File: config.mk
export PLATFORM = sky130hd
export DESIGN_NAME = lpt_pattern_check
export DESIGN_NICKNAME = d
export VERILOG_FILES = /design/src/hdl/lpt_pkg.sv /design/src/hdl/lpt_bank_checker.sv /design/src/hdl/lpt_pattern_check.sv
export SDC_FILE = /design/constraint.sdc
export NUM_CORES = 1
export LEC_CHECK = 0
export BUFFER_PORTS_ARGS = -buffer_cell sky130_fd_sc_hd__buf_2
export CAP_MARGIN = 20
export CORE_MARGIN = 5
export CORE_UTILIZATION = 55
export DETAILED_ROUTE_END_ITERATION = 8
export PLACE_DENSITY = 0.76
export SETUP_SLACK_MARGIN = 0.3
export SLEW_MARGIN = 5
export SYNTH_ARGS = -nofsm -noshare
export SYNTH_HDL_FRONTEND = slang
export SYNTH_HIERARCHICAL = 1
export SYNTH_SLANG_ARGS = --single-unit
File: constraint.sdc
create_clock -name i_clk_sys -period 3.4 [get_ports i_clk_sys]
set_clock_uncertainty 0.15 [all_clocks]
set_input_delay 0.34 -clock i_clk_sys [delete_from_list [all_inputs] [get_ports i_clk_sys]]
set_output_delay 0.34 -clock i_clk_sys [all_outputs]
set_load 0.1 [all_outputs]
File: src/hdl/lpt_pkg.sv
package lpt_pkg;
    localparam int NUM_BANKS = 4;
    localparam int DATA_W = 12;
    localparam int LANE_W = 13;
    localparam int PAT_DEPTH = 8;
    localparam int PTR_W = 3;
    localparam int REG_AW = 12;
    localparam int REG_DW = 16;

    localparam logic [11:0] ADDR_CONFIG = 12'h710;
    localparam logic [11:0] ADDR_CONTROL = 12'h711;
    localparam logic [11:0] ADDR_SUMMARY = 12'h712;
    localparam logic [11:0] ADDR_PATTERN = 12'h720;
    localparam logic [11:0] ADDR_STATUS = 12'h750;
    localparam logic [11:0] ADDR_STEP = 12'h002;

    localparam int CFG_ENABLE_LSB = 4;
    localparam int CFG_LOCK_BIT = 1;
    localparam int CFG_CONT_BIT = 0;
    localparam int CTRL_TRIG_BIT = 0;
    localparam int LANE_STROBE_BIT = 12;

    localparam logic [7:0] CONFIG_RESET = 8'h00;
    localparam logic [7:0] CONTROL_RESET = 8'h00;
    localparam logic [15:0] PATTERN_RESET = 16'h0000;

    typedef enum logic [1:0] {
        LPT_IDLE = 2'b00,
        LPT_ARMED = 2'b01,
        LPT_RUNNING = 2'b10,
        LPT_HALTED = 2'b11
    } lpt_state_type;
endpackage

File: src/hdl/lpt_bank_checker.sv
`timescale 1ns/10ps
module lpt_bank_checker (
    input wire logic i_clk_sys,
    input wire logic i_rst,
    input wire logic i_link_clk,
    input wire logic [lpt_pkg::DATA_W-1:0] i_data,
    input wire logic i_strobe,
    input wire logic i_enable,
    input wire logic i_trigger,
    input wire logic i_trig_start,
    input wire logic i_cont,
    input wire logic i_lock,
    input wire logic [lpt_pkg::LANE_W-1:0] i_clr_mask,
    input wire logic [lpt_pkg::PAT_DEPTH*lpt_pkg::LANE_W-1:0] i_pattern,
    output logic [lpt_pkg::LANE_W-1:0] o_flags,
    output logic o_running,
    output logic o_alarm,
    output logic o_sample_valid,
    output logic [lpt_pkg::DATA_W-1:0] o_sample
);
    logic [lpt_pkg::LANE_W:0] sync1;
    logic [lpt_pkg::LANE_W:0] sync2;
    logic clk_prev;
    logic [lpt_pkg::PTR_W-1:0] ptr;
    lpt_pkg::lpt_state_type state;
    lpt_pkg::lpt_state_type next_state;

    // Both link clock edges carry a sample (DDR)
    wire link_edge = sync2[lpt_pkg::LANE_W] ^ clk_prev;
    wire [lpt_pkg::LANE_W-1:0] lanes = sync2[lpt_pkg::LANE_W-1:0];
    wire strobe_seen = lanes[lpt_pkg::LANE_STROBE_BIT];
    // RULE3: lock stops realign
    wire realign = strobe_seen && !i_lock;
    wire [lpt_pkg::PTR_W-1:0] idx = realign ? '0 : ptr;
    wire frame_start = link_edge && (idx == '0);
    wire [lpt_pkg::LANE_W-1:0] expected = i_pattern[idx*lpt_pkg::LANE_W +: lpt_pkg::LANE_W];
    // RULE16: per-lane compare
    // First sample of the arming frame is compared as well
    wire checking = (state == lpt_pkg::LPT_RUNNING && link_edge) || (state == lpt_pkg::LPT_ARMED && frame_start);
    wire [lpt_pkg::LANE_W-1:0] miss = checking ? (lanes ^ expected) : '0;
    wire any_miss = |miss;

    always_ff @(posedge i_clk_sys) begin
        // Two flops before the sampled lanes are used; link is not our clock
        sync1 <= {i_link_clk, i_strobe, i_data};
        sync2 <= sync1;
        clk_prev <= sync2[lpt_pkg::LANE_W];
    end

    always_ff @(posedge i_clk_sys) begin
        if (i_rst) begin
            ptr <= '0;
        end else if (link_edge) begin
            ptr <= idx + 3'd1;
        end
    end

    // RULE4: alarm regardless of lock
    always_ff @(posedge i_clk_sys) begin
        if (i_rst) begin
            o_alarm <= 1'b0;
        end else begin
            o_alarm <= link_edge && strobe_seen && (ptr != '0);
        end
    end

    always_comb begin
        next_state = state;
        case (state)
            lpt_pkg::LPT_IDLE: begin
                if (i_trig_start && i_enable) begin
                    next_state = lpt_pkg::LPT_ARMED;
                end
            end
            lpt_pkg::LPT_ARMED: begin
                // RULE7: start on frame boundary
                if (frame_start && any_miss && !i_cont) begin
                    next_state = lpt_pkg::LPT_HALTED;
                end else if (frame_start) begin
                    next_state = lpt_pkg::LPT_RUNNING;
                end
            end
            lpt_pkg::LPT_RUNNING: begin
                // RULE5: halt on first miss
                // RULE6: continuous keeps running
                if (any_miss && !i_cont) begin
                    next_state = lpt_pkg::LPT_HALTED;
                end
            end
            default: begin
                next_state = lpt_pkg::LPT_HALTED;
            end
        endcase
        // RULE9: trigger 0 stops
        // RULE1: only enabled banks run
        // Trigger byte still reads 0 on the edge that writes the 1
        if ((!i_trigger && !i_trig_start) || !i_enable) begin
            next_state = lpt_pkg::LPT_IDLE;
        end
    end

    always_ff @(posedge i_clk_sys) begin
        if (i_rst) begin
            state <= lpt_pkg::LPT_IDLE;
        end else begin
            state <= next_state;
        end
    end

    // RULE17: running drops, flags kept
    always_ff @(posedge i_clk_sys) begin
        if (i_rst) begin
            o_running <= 1'b0;
        end else begin
            o_running <= (next_state == lpt_pkg::LPT_RUNNING);
        end
    end

    // RULE14: sticky flags, set beats clear
    // RULE8: trigger start clears all
    always_ff @(posedge i_clk_sys) begin
        if (i_rst) begin
            o_flags <= '0;
        end else if (i_trig_start) begin
            o_flags <= '0;
        end else begin
            o_flags <= (o_flags & ~i_clr_mask) | miss;
        end
    end

    always_ff @(posedge i_clk_sys) begin
        if (i_rst) begin
            o_sample_valid <= 1'b0;
            o_sample <= '0;
        end else begin
            o_sample_valid <= link_edge;
            o_sample <= lanes[lpt_pkg::DATA_W-1:0];
        end
    end
endmodule // lpt_bank_checker

File: src/hdl/lpt_pattern_check.sv
`timescale 1ns/10ps
// Summary of operation
// RULE1: Enable bits 7-4 start checking active banks
// RULE2: Any enable blocks data to converter
// RULE3: Strobe lock stops counter realignment
// RULE4: Strobe alarms still raised when locked
// RULE5: Continuous off halts on first mismatch
// RULE6: Continuous on runs until trigger cleared
// RULE7: Trigger zero-to-one starts at next frame
// RULE8: Same trigger write clears failure flags
// RULE9: Trigger written zero stops the test
// RULE10: Software reads running bits, not trigger
// RULE11: Config and control reset to zero
// RULE12: Read-only running bit per bank
// RULE13: Eight 16-bit pattern words, strobe bit 12
// RULE14: Per-bank write-one-to-clear mismatch flags
// RULE15: Summary bit follows any bank flag
// RULE16: Compare each sample, step words cyclically
// RULE17: Stop clears running, keeps flags
module lpt_pattern_check (
    input wire logic i_clk_sys,
    input wire logic i_rst,
    input wire logic [lpt_pkg::REG_AW-1:0] i_reg_addr,
    input wire logic [lpt_pkg::REG_DW-1:0] i_reg_wdata,
    input wire logic i_reg_wr,
    input wire logic i_reg_rd,
    output logic [lpt_pkg::REG_DW-1:0] o_reg_rdata,
    output logic o_reg_rvalid,
    input wire logic [lpt_pkg::NUM_BANKS-1:0] i_bank_active,
    input wire logic i_link_clk,
    input wire logic [lpt_pkg::NUM_BANKS*lpt_pkg::DATA_W-1:0] i_lvds_data,
    input wire logic [lpt_pkg::NUM_BANKS-1:0] i_lvds_strobe,
    output logic [lpt_pkg::NUM_BANKS*lpt_pkg::DATA_W-1:0] o_conv_data,
    output logic [lpt_pkg::NUM_BANKS-1:0] o_conv_valid,
    output logic [lpt_pkg::NUM_BANKS-1:0] o_strobe_alarm
);
    localparam int NB = lpt_pkg::NUM_BANKS;
    localparam int LW = lpt_pkg::LANE_W;

    logic [7:0] config_reg;
    logic [7:0] control_reg;
    // RULE13: pattern memory
    logic [lpt_pkg::REG_DW-1:0] pattern_mem [lpt_pkg::PAT_DEPTH];
    logic [2:0] status_rsvd [NB];
    logic [NB-1:0] active_s1;
    logic [NB-1:0] active_s2;

    wire [LW-1:0] flags [NB];
    wire [NB-1:0] running;
    wire [NB-1:0] alarm;
    wire [NB-1:0] sample_valid;
    wire [lpt_pkg::DATA_W-1:0] sample [NB];
    wire [lpt_pkg::PAT_DEPTH*LW-1:0] pattern_flat;

    wire [NB-1:0] enable = config_reg[lpt_pkg::CFG_ENABLE_LSB +: NB];
    wire wr_config = i_reg_wr && (i_reg_addr == lpt_pkg::ADDR_CONFIG);
    wire wr_control = i_reg_wr && (i_reg_addr == lpt_pkg::ADDR_CONTROL);
    wire trigger = control_reg[lpt_pkg::CTRL_TRIG_BIT];
    // RULE7: zero-to-one trigger write
    wire trig_start = wr_control && i_reg_wdata[lpt_pkg::CTRL_TRIG_BIT] && !trigger;
    wire [lpt_pkg::REG_AW-1:0] pat_off = i_reg_addr - lpt_pkg::ADDR_PATTERN;
    wire [lpt_pkg::REG_AW-1:0] stat_off = i_reg_addr - lpt_pkg::ADDR_STATUS;
    wire pat_hit = (i_reg_addr >= lpt_pkg::ADDR_PATTERN) && (pat_off < 12'(2 * lpt_pkg::PAT_DEPTH)) && !pat_off[0];
    wire stat_hit = (i_reg_addr >= lpt_pkg::ADDR_STATUS) && (stat_off < 12'(2 * NB)) && !stat_off[0];
    wire [2:0] pat_idx = pat_off[3:1];
    wire [1:0] stat_idx = stat_off[2:1];
    wire [NB-1:0] summary;
    wire [7:0] summary_byte = {running, summary};

    genvar g;
    generate
        for (g = 0; g < lpt_pkg::PAT_DEPTH; g++) begin : g_pat
            assign pattern_flat[g*LW +: LW] = pattern_mem[g][LW-1:0];
        end
        for (g = 0; g < NB; g++) begin : g_bank
            wire wr_stat = i_reg_wr && stat_hit && (stat_idx == 2'(g));
            // RULE14: write one clears
            wire [LW-1:0] clr = wr_stat ? i_reg_wdata[LW-1:0] : '0;
            // RULE15: summary of bank flags
            assign summary[g] = |flags[g];

            lpt_bank_checker u_bank (
                .i_clk_sys(i_clk_sys),
                .i_rst(i_rst),
                .i_link_clk(i_link_clk),
                .i_data(i_lvds_data[g*lpt_pkg::DATA_W +: lpt_pkg::DATA_W]),
                .i_strobe(i_lvds_strobe[g]),
                .i_enable(enable[g] && active_s2[g]),
                .i_trigger(trigger),
                .i_trig_start(trig_start),
                .i_cont(config_reg[lpt_pkg::CFG_CONT_BIT]),
                .i_lock(config_reg[lpt_pkg::CFG_LOCK_BIT]),
                .i_clr_mask(clr),
                .i_pattern(pattern_flat),
                .o_flags(flags[g]),
                .o_running(running[g]),
                .o_alarm(alarm[g]),
                .o_sample_valid(sample_valid[g]),
                .o_sample(sample[g])
            );

            always_ff @(posedge i_clk_sys) begin
                if (i_rst) begin
                    status_rsvd[g] <= '0;
                end else if (wr_stat) begin
                    status_rsvd[g] <= i_reg_wdata[15:13];
                end
            end

            // RULE2: test blocks converter data
            always_ff @(posedge i_clk_sys) begin
                if (i_rst) begin
                    o_conv_data[g*lpt_pkg::DATA_W +: lpt_pkg::DATA_W] <= '0;
                    o_conv_valid[g] <= 1'b0;
                end else begin
                    o_conv_data[g*lpt_pkg::DATA_W +: lpt_pkg::DATA_W] <= (enable == '0) ? sample[g] : '0;
                    o_conv_valid[g] <= sample_valid[g] && (enable == '0);
                end
            end
        end
    endgenerate

    // Bank-active straps come from elsewhere; treat as asynchronous
    always_ff @(posedge i_clk_sys) begin
        active_s1 <= i_bank_active;
        active_s2 <= active_s1;
    end

    // RULE11: both bytes reset to zero
    always_ff @(posedge i_clk_sys) begin
        if (i_rst) begin
            config_reg <= lpt_pkg::CONFIG_RESET;
            control_reg <= lpt_pkg::CONTROL_RESET;
        end else begin
            if (wr_config) begin
                config_reg <= i_reg_wdata[7:0];
            end
            if (wr_control) begin
                control_reg <= i_reg_wdata[7:0];
            end
        end
    end

    always_ff @(posedge i_clk_sys) begin
        if (i_rst) begin
            for (int i = 0; i < lpt_pkg::PAT_DEPTH; i++) begin
                pattern_mem[i] <= lpt_pkg::PATTERN_RESET;
            end
        end else if (i_reg_wr && pat_hit) begin
            pattern_mem[pat_idx] <= i_reg_wdata;
        end
    end

    always_ff @(posedge i_clk_sys) begin
        if (i_rst) begin
            o_strobe_alarm <= '0;
        end else begin
            o_strobe_alarm <= alarm;
        end
    end

    // RULE12: running bits readable
    wire [lpt_pkg::REG_DW-1:0] rd_mux =
        (i_reg_addr == lpt_pkg::ADDR_CONFIG) ? {8'h00, config_reg} :
        (i_reg_addr == lpt_pkg::ADDR_CONTROL) ? {8'h00, control_reg} :
        (i_reg_addr == lpt_pkg::ADDR_SUMMARY) ? {8'h00, summary_byte} :
        pat_hit ? pattern_mem[pat_idx] :
        stat_hit ? {status_rsvd[stat_idx], flags[stat_idx]} :
        16'h0000;

    // Read answers one cycle later; unmapped addresses return zero
    always_ff @(posedge i_clk_sys) begin
        if (i_rst) begin
            o_reg_rdata <= '0;
            o_reg_rvalid <= 1'b0;
        end else begin
            o_reg_rdata <= i_reg_rd ? rd_mux : o_reg_rdata;
            o_reg_rvalid <= i_reg_rd;
        end
    end
endmodule // lpt_pattern_check

After elaboration in Yosys (flattened, before gate mapping)
Memory sizes are Yosys's and may differ from the RTL's.
Cells that the tools add are included.

storage, ports and cells
  register bits after elaboration = 345
  bits in latches = 0
  RAM bits = 140
  ROM bits = 0
  input port bits = 89
  output and inout bits = 73
  word-level logic and storage cells = 294
  memories kept = 2

cells by class
  $add $sub $neg = 6
  multiply operators = 4
  div/mod/pow operators = 0
  order comparisons = 5
  eq/ne operators = 18
  shift-type cells = 4
  muxes and demuxes = 68
  bitwise operators = 26
  reductions and logical operators = 106

memory list
  name         words  bits a word  read ports  clocked after memory_dff  wr ports  RTL line                 text
  pattern_mem  8      16           9           0                         8         lpt_pattern_check.sv:43  logic [lpt_pkg::REG_DW-1:0] pattern_mem [lpt_pkg::PAT_DEPTH];
  status_rsvd  4      3            1           0                         4         lpt_pattern_check.sv:44  logic [2:0] status_rsvd [NB];

operator list
  cell                                                                  number
  indexed part select 104 x 8 -> 13 bit                                 4
  2-to-1 mux 13 bit                                                     10
  OR reduction 13 bit                                                   8
  2-to-1 mux 16 bit                                                     6
  logical AND 1 bit                                                     63
  AND 13 bit                                                            4
  inverter 13 bit                                                       4
  bitwise OR 13 bit                                                     4
  bitwise XOR 13 bit                                                    4
  2-to-1 mux 2 bit                                                      20
  equality test 12 x 11 -> 1 bit (second input constant)                3
  multiplier 3 x 4 -> 7 bit (second input constant)                     4
  2-to-1 mux 3 bit                                                      9
  binary-select mux 13 bit (select 2 bit)                               1
  greater-or-equal comparator 12 x 11 -> 1 bit (second input constant)  2
  case mux 2 bit (3 select lines)                                       4
  subtractor 12 x 11 -> 12 bit (second input constant)                  2
  equality test 2 bit (second input constant)                           10
  2-to-1 mux 1 bit                                                      18
  OR reduction 16 bit                                                   1
  adder 3 x 1 -> 3 bit (second input constant)                          4
  logical NOT 3 bit                                                     4
  < comparator 12 x 4 -> 1 bit (second input constant)                  1
  < comparator 12 x 5 -> 1 bit (second input constant)                  1
  other kinds (12)                                                      46

Logic depth before layout (Yosys ltp)
  depth after elaboration = 15
  depth in mapped cells = 12
  gate-level depth less buffers = 10

Hierarchy
Netlist, hierarchy kept.

by module, submodules not included
  module             instances  cells an instance  area an instance (sq um)  seq. area each (sq um)
  lpt_bank_checker   4          317                2996.6                    1241.2
  lpt_pattern_check  1          845                10582.6                   6145.9

Worst setup path before layout
No wires, ideal clock.

  path kind = input to register
  from = input i_reg_addr[1] in the netlist's numbering
  to = register g_bank[0].u_bank.o_running
  library setup time = 60 ps
  arrival = 2881 ps
  data required time = 3190 ps
  setup slack = 308 ps
  stages on the path = 11
  path buffers = 3
  cells stage by stage = buf_6 -> buf_2 -> nor2_1 -> and4_1 -> nand3_1 -> buf_2 -> nor3b_1 -> nor2_1 -> nor4b_1 -> and3_1 -> a22o_1

on the way
  word-level cells in the longest chain between the ends = 9
  elaborated cells between the ends (all ways) = 12
  classes of those cells = eq/ne: 2; mux: 3; reduce/logical: 7

ends and longest elaborated chain
  item                                                                 RTL line                                        text
  from (decl)                                                          lpt_pattern_check.sv:23                         input wire logic [lpt_pkg::REG_AW-1:0] i_reg_addr,
  equality test 12 x 11 -> 1 bit (*)                                   lpt_pattern_check.sv:57                         wire wr_control = i_reg_wr && (i_reg_addr == lpt_pkg::ADDR_CONTROL);
  logical AND 1 bit (*)                                                lpt_pattern_check.sv:57
  logical AND 1 bit (*) (2 in a row)                                   lpt_pattern_check.sv:60                         wire trig_start = wr_control && i_reg_wdata[lpt_pkg::CTRL_TRIG_BIT] && !trigger;
  via trig_start                                                       lpt_pattern_check.sv:60
  logical AND 1 bit or logical NOT 1 bit (tied branches)               lpt_bank_checker.sv:71, lpt_bank_checker.sv:97
  2-to-1 mux 2 bit or logical AND 1 bit (tied branches)                lpt_bank_checker.sv:71, lpt_bank_checker.sv:97
  case mux 2 bit (3 select lines) or logical OR 1 bit (tied branches)  lpt_bank_checker.sv:69, lpt_bank_checker.sv:97
  2-to-1 mux 2 bit (*)                                                 lpt_bank_checker.sv:97                          if ((!i_trigger && !i_trig_start) || !i_enable) begin
  equality test 2 bit (*)                                              lpt_bank_checker.sv:115                         o_running <= (next_state == lpt_pkg::LPT_RUNNING);
  to (signal assigned)                                                 lpt_bank_checker.sv:115
  to (decl)                                                            lpt_bank_checker.sv:16                          output logic o_running,

The timed path passes the listed nets; every way through them passes the cells marked *.
A chain may end at the register's enable or synchronous reset.

Worst setup path after layout
  from = register config_reg[1]
  to = register g_bank[2].u_bank.o_running

on the way
  word-level cells in the longest chain between the ends = 15
  elaborated cells between the ends (all ways) = 21
  classes of those cells = mul: 1; eq/ne: 1; shift: 1; mux: 7; bitwise: 1; reduce/logical: 10

ends and longest elaborated chain
  item                                                                               RTL line                  text
  from (decl)                                                                        lpt_pattern_check.sv:40   logic [7:0] config_reg;
  from (signal assigned)                                                             lpt_pattern_check.sv:132  config_reg <= lpt_pkg::CONFIG_RESET;
  from (signal assigned)                                                             lpt_pattern_check.sv:136  config_reg <= i_reg_wdata[7:0];
  logical NOT 1 bit (*)                                                              lpt_bank_checker.sv:33    wire realign = strobe_seen && !i_lock;
  logical AND 1 bit (*)                                                              lpt_bank_checker.sv:33
  2-to-1 mux 3 bit (*)                                                               lpt_bank_checker.sv:34    wire [lpt_pkg::PTR_W-1:0] idx = realign ? '0 : ptr;
  parallel branches: the longest is 9 deep, another holds multiplier 3 x 4 -> 7 bit  --
  case mux 2 bit (3 select lines) (*)                                                lpt_bank_checker.sv:69    case (state)
  2-to-1 mux 2 bit (*)                                                               lpt_bank_checker.sv:97
  equality test 2 bit (*)                                                            lpt_bank_checker.sv:115
  to (signal assigned)                                                               lpt_bank_checker.sv:115
  to (decl)                                                                          lpt_bank_checker.sv:16

Every way passes the cells marked *.

==> flow_summary.json <==
{
  "outcome": "finished clean",
  "hold_class": "in -> reg",
  "cts_sinks": 485,
  "clk_pin_slew_ns": 0.07,
  "ir_drop_uv": 509,
  "grt_max_degree": 60,
  "setup-violations-final": 0,
  "synth.area.top_cells": "dfxtp_1 31%, edfxtp_1 19%, mux4_2 9.2%, and2_1 6.6%, nor2_1 3.5%",
  "avgSynthCellArea_um2": 10.7,
  "dr.pass1.iters": 6,
  "yosysTopAreaCell": "dfxtp_1",
  "crit_arrival_ns": 3.42,
  "core_um2": 40700,
  "power.leakage_nw": 10.4,
  "first_iter_violations": 2201,
  "numCtsBuffers": 50,
  "crit_fanout": 30,
  "antenna_cells": 0,
  "post-dp-hpwl_um": 59800,
  "largest_reg_flops": 128,
  "portBuffers": 161,
  "worstSetupEndpointType": "flop",
  "n_fill_cell": 3184,
  "drc_errors": 0,
  "reg2reg_from": "config_reg[1]",
  "setup_slack_ns": 0.357,
  "start_kind": "flop",
  "globalplace.congestion": 1.02,
  "timing.rr.end": "g_bank[2].u_bank/o_running",
  "synth_edf_count": 140,
  "core.rowCount": 74,
  "rsz0062_at_grt": "no",
  "tightestPinTransition_ns": 0.961,
  "async_flop_share": 0,
  "synth.most_common_cell": "dfxtp_1",
  "grt_pass1_wl_um": 118000,
  "final_layout_size_suffix_gt1_frac": 0.225,
  "grt_pass1_vias": 17697,
  "setup_tns_ns": 0,
  "die_area_um2": 45200,
  "synth_top_cells_by_count": "345 x dfxtp_1, 239 x and2_1, 209 x nor2_1",
  "root_buffer": "clkbuf_16",
  "overflow": 0,
  "yosys_most_used_dff": "dfxtp_1",
  "worstRegToRegCells": 10,
  "ant_nets": 0,
  "regMostFlops": "pattern_mem",
  "final.period_utilization": 0.895,
  "synth_cell_types": 68,
  "synth-seq-area-share": 0.492,
  "cts_tree": "built",
  "syn-num-nets": 2209,
  "die_x_um": 213,
  "ys_ff_latch": 485,
  "antenna_found_initial": 5,
  "initial_core_util": 0.554,
  "relSlewSlack": 0.359,
  "final_cell_count_no_fill": 2923,
  "dp_slack_ns": -0.00238,
  "hold_viol_final": 0,
  "worstSetupPathType": "reg -> reg",
  "drv_cap": 0,
  "clock.fmax_mhz": 329,
  "min_period_ns": 3.04,
  "synth_cells": 2113,
  "ys_warn_count": 6,
  "syn_area_um2": 22600,
  "synth_top_area_frac": 0.306,
  "clock_latency_ns": 0.61,
  "startpoint": "config_reg[1]",
  "endpoint": "g_bank[2].u_bank/o_running",
  "timing.final.max_slew_violations": 0,
  "via_per_inst": 6.24,
  "grt_usage": 0.358,
  "ctsLongestPathBuffers": 3,
  "top_regs": "pattern_mem x128, g_bank.u_bank/sync1 x56, g_bank.u_bank/sync2 x56",
  "post_drt_wl_per_cell_um": 28.1,
  "pin_count": 162,
  "fin_nets": 2451,
  "syn_to_final_growth_pct": 17.8,
  "worstPathRequired_ns": 3.78,
  "vias": 18239,
  "cts.htree.levels": 2,
  "drt-total-wl_um": 82000,
  "die_h_um": 213,
  "powerDensity_nw_per_um2": 527,
  "r2r_setup_slack_ns": 0.36,
  "dp_cells": 2774
}
metal layers:
layer / part of all wire / routed length, um / vias up / GRT usage
li1: - / - / 8008 / -
met1: 0.40 / 32800 / 8828 / 0.510
met2: 0.43 / 35100 / 1232 / 0.516
met3: 0.12 / 10100 / 171 / 0.0989
met4: 0.049 / 4020 / 0 / 0.152
met5: 0 / 0 / - / 0
through the flow:
step | hold slack, ns | total power [mW] | utilization | instance area [um2]
global route | 0.0421 | 14.4 | 0.652 | 26600
CTS | 0.0166 | 14.0 | 0.651 | 26500
global placement | 0.161 | 8.23 | 0.593 | 24200
finish | 0.0102 | 14.0 | 0.652 | 26600
floorplan | 0.160 | 7.59 | - | 22600
detailed placement | 0.162 | 8.25 | 0.593 | 24200
cells in the final DEF (no fill, tap or decap), types with 6 or more instances in the layout:
| master | n |
|---|---|
| mux2i_1 | 40 |
| clkbuf_16 | 51 |
| a31oi_1 | 40 |
| nand2b_1 | 31 |
| nor2_1 | 207 |
| nor4_1 | 30 |
| mux2_2 | 40 |
| bufinv_16 | 7 |
| inv_1 | 71 |
| o21a_1 | 8 |
| buf_2 | 160 |
| or2_2 | 13 |
| nand3_1 | 16 |
| nand4_1 | 9 |
| edfxtp_1 | 140 |
| xnor2_1 | 32 |
| o221ai_1 | 24 |
| o2bb2ai_1 | 15 |
| a221o_1 | 8 |
| dlygate4sd3_1 | 59 |
| o22ai_1 | 44 |
| nor2b_1 | 107 |
| and3_1 | 13 |
| ha_1 | 7 |
| mux4_2 | 92 |
| nor3_1 | 29 |
| and2_0 | 8 |
| xor2_1 | 29 |
| a21oi_1 | 103 |
| clkinv_2 | 8 |
| nand2_1 | 79 |
| buf_4 | 108 |
| and2_1 | 239 |
| dfxtp_1 | 339 |
| o21ai_0 | 20 |
| o32ai_1 | 8 |
| o211ai_1 | 8 |
| clkbuf_1 | 6 |
cell type report:
cell class                 count  area (um2)  area share
sequential                   485       11100       0.419
clock buffer                  62        1370      0.0515
tap                          532         666      0.0250
timing repair buffer         331        2270      0.0855
inverter                      71         267      0.0100
clock inverter                26         360      0.0136
multi-input combinational   1416       10500       0.396
cells by family (layout without fill, tap and decap cells):
kind of cell / Yosys count / in the layout / share of synthesized area
simple gates: 834 / 834 / 0.201
fa+ha+maj: 7 / 7 / 0.00388
buf+inv: 212 / 490 / 0.0453
xor+xnor: 61 / 61 / 0.0237
compound gates: 342 / 342 / 0.105
flops: 485 / 485 / 0.492
mux: 172 / 172 / 0.130
critical path, stage by stage (launching register included):
cell      delay [ns]
dfxtp_2         0.36
buf_4           0.16
nand2b_2        0.24
buf_12          0.20
and2_0          0.15
mux4_2          0.49
a221oi_4        0.30
xnor2_1         0.14
o41ai_2         0.44
and3_1          0.22
a22o_1          0.12
where the power goes:
| part | total (mW) | switching (mW) | leakage [nW] | internal (mW) |
|---|---|---|---|---|
| logic | 1.73 | 1.05 | 5.41 | 0.681 |
| clock network | 5.77 | 2.36 | 0.841 | 3.41 |
| registers | 6.51 | 0.322 | 4.18 | 6.18 |
worst min-delay path by stage:
stage | start | endpoint | depth (start not counted) | slack, ns
floorplan | active_s1[0] | active_s2[0] | 0 | 0.16
global placement | g_bank[1].u_bank/sync1[2] | g_bank[1].u_bank/sync2[2] | 0 | 0.16
detailed placement | g_bank[1].u_bank/sync1[1] | g_bank[1].u_bank/sync2[1] | 0 | 0.16
CTS | i_reg_wdata[13] | pattern_mem[1][13] | 2 | 0.02
global route | i_reg_wdata[13] | pattern_mem[6][13] | 2 | 0.04
finish | i_reg_wdata[13] | pattern_mem[1][13] | 2 | 0.01
timing repair:
action / in CTS / in global routing
endpoints found under the hold margin: 69 / 0
hold buffers: 59 / 0
pin swaps: 1 / 0
resized for setup: 10 / 13
setup endpoints to repair: 6 / 8
setup buffers: 0 / 2
Power figures use the tool's default switching activity.
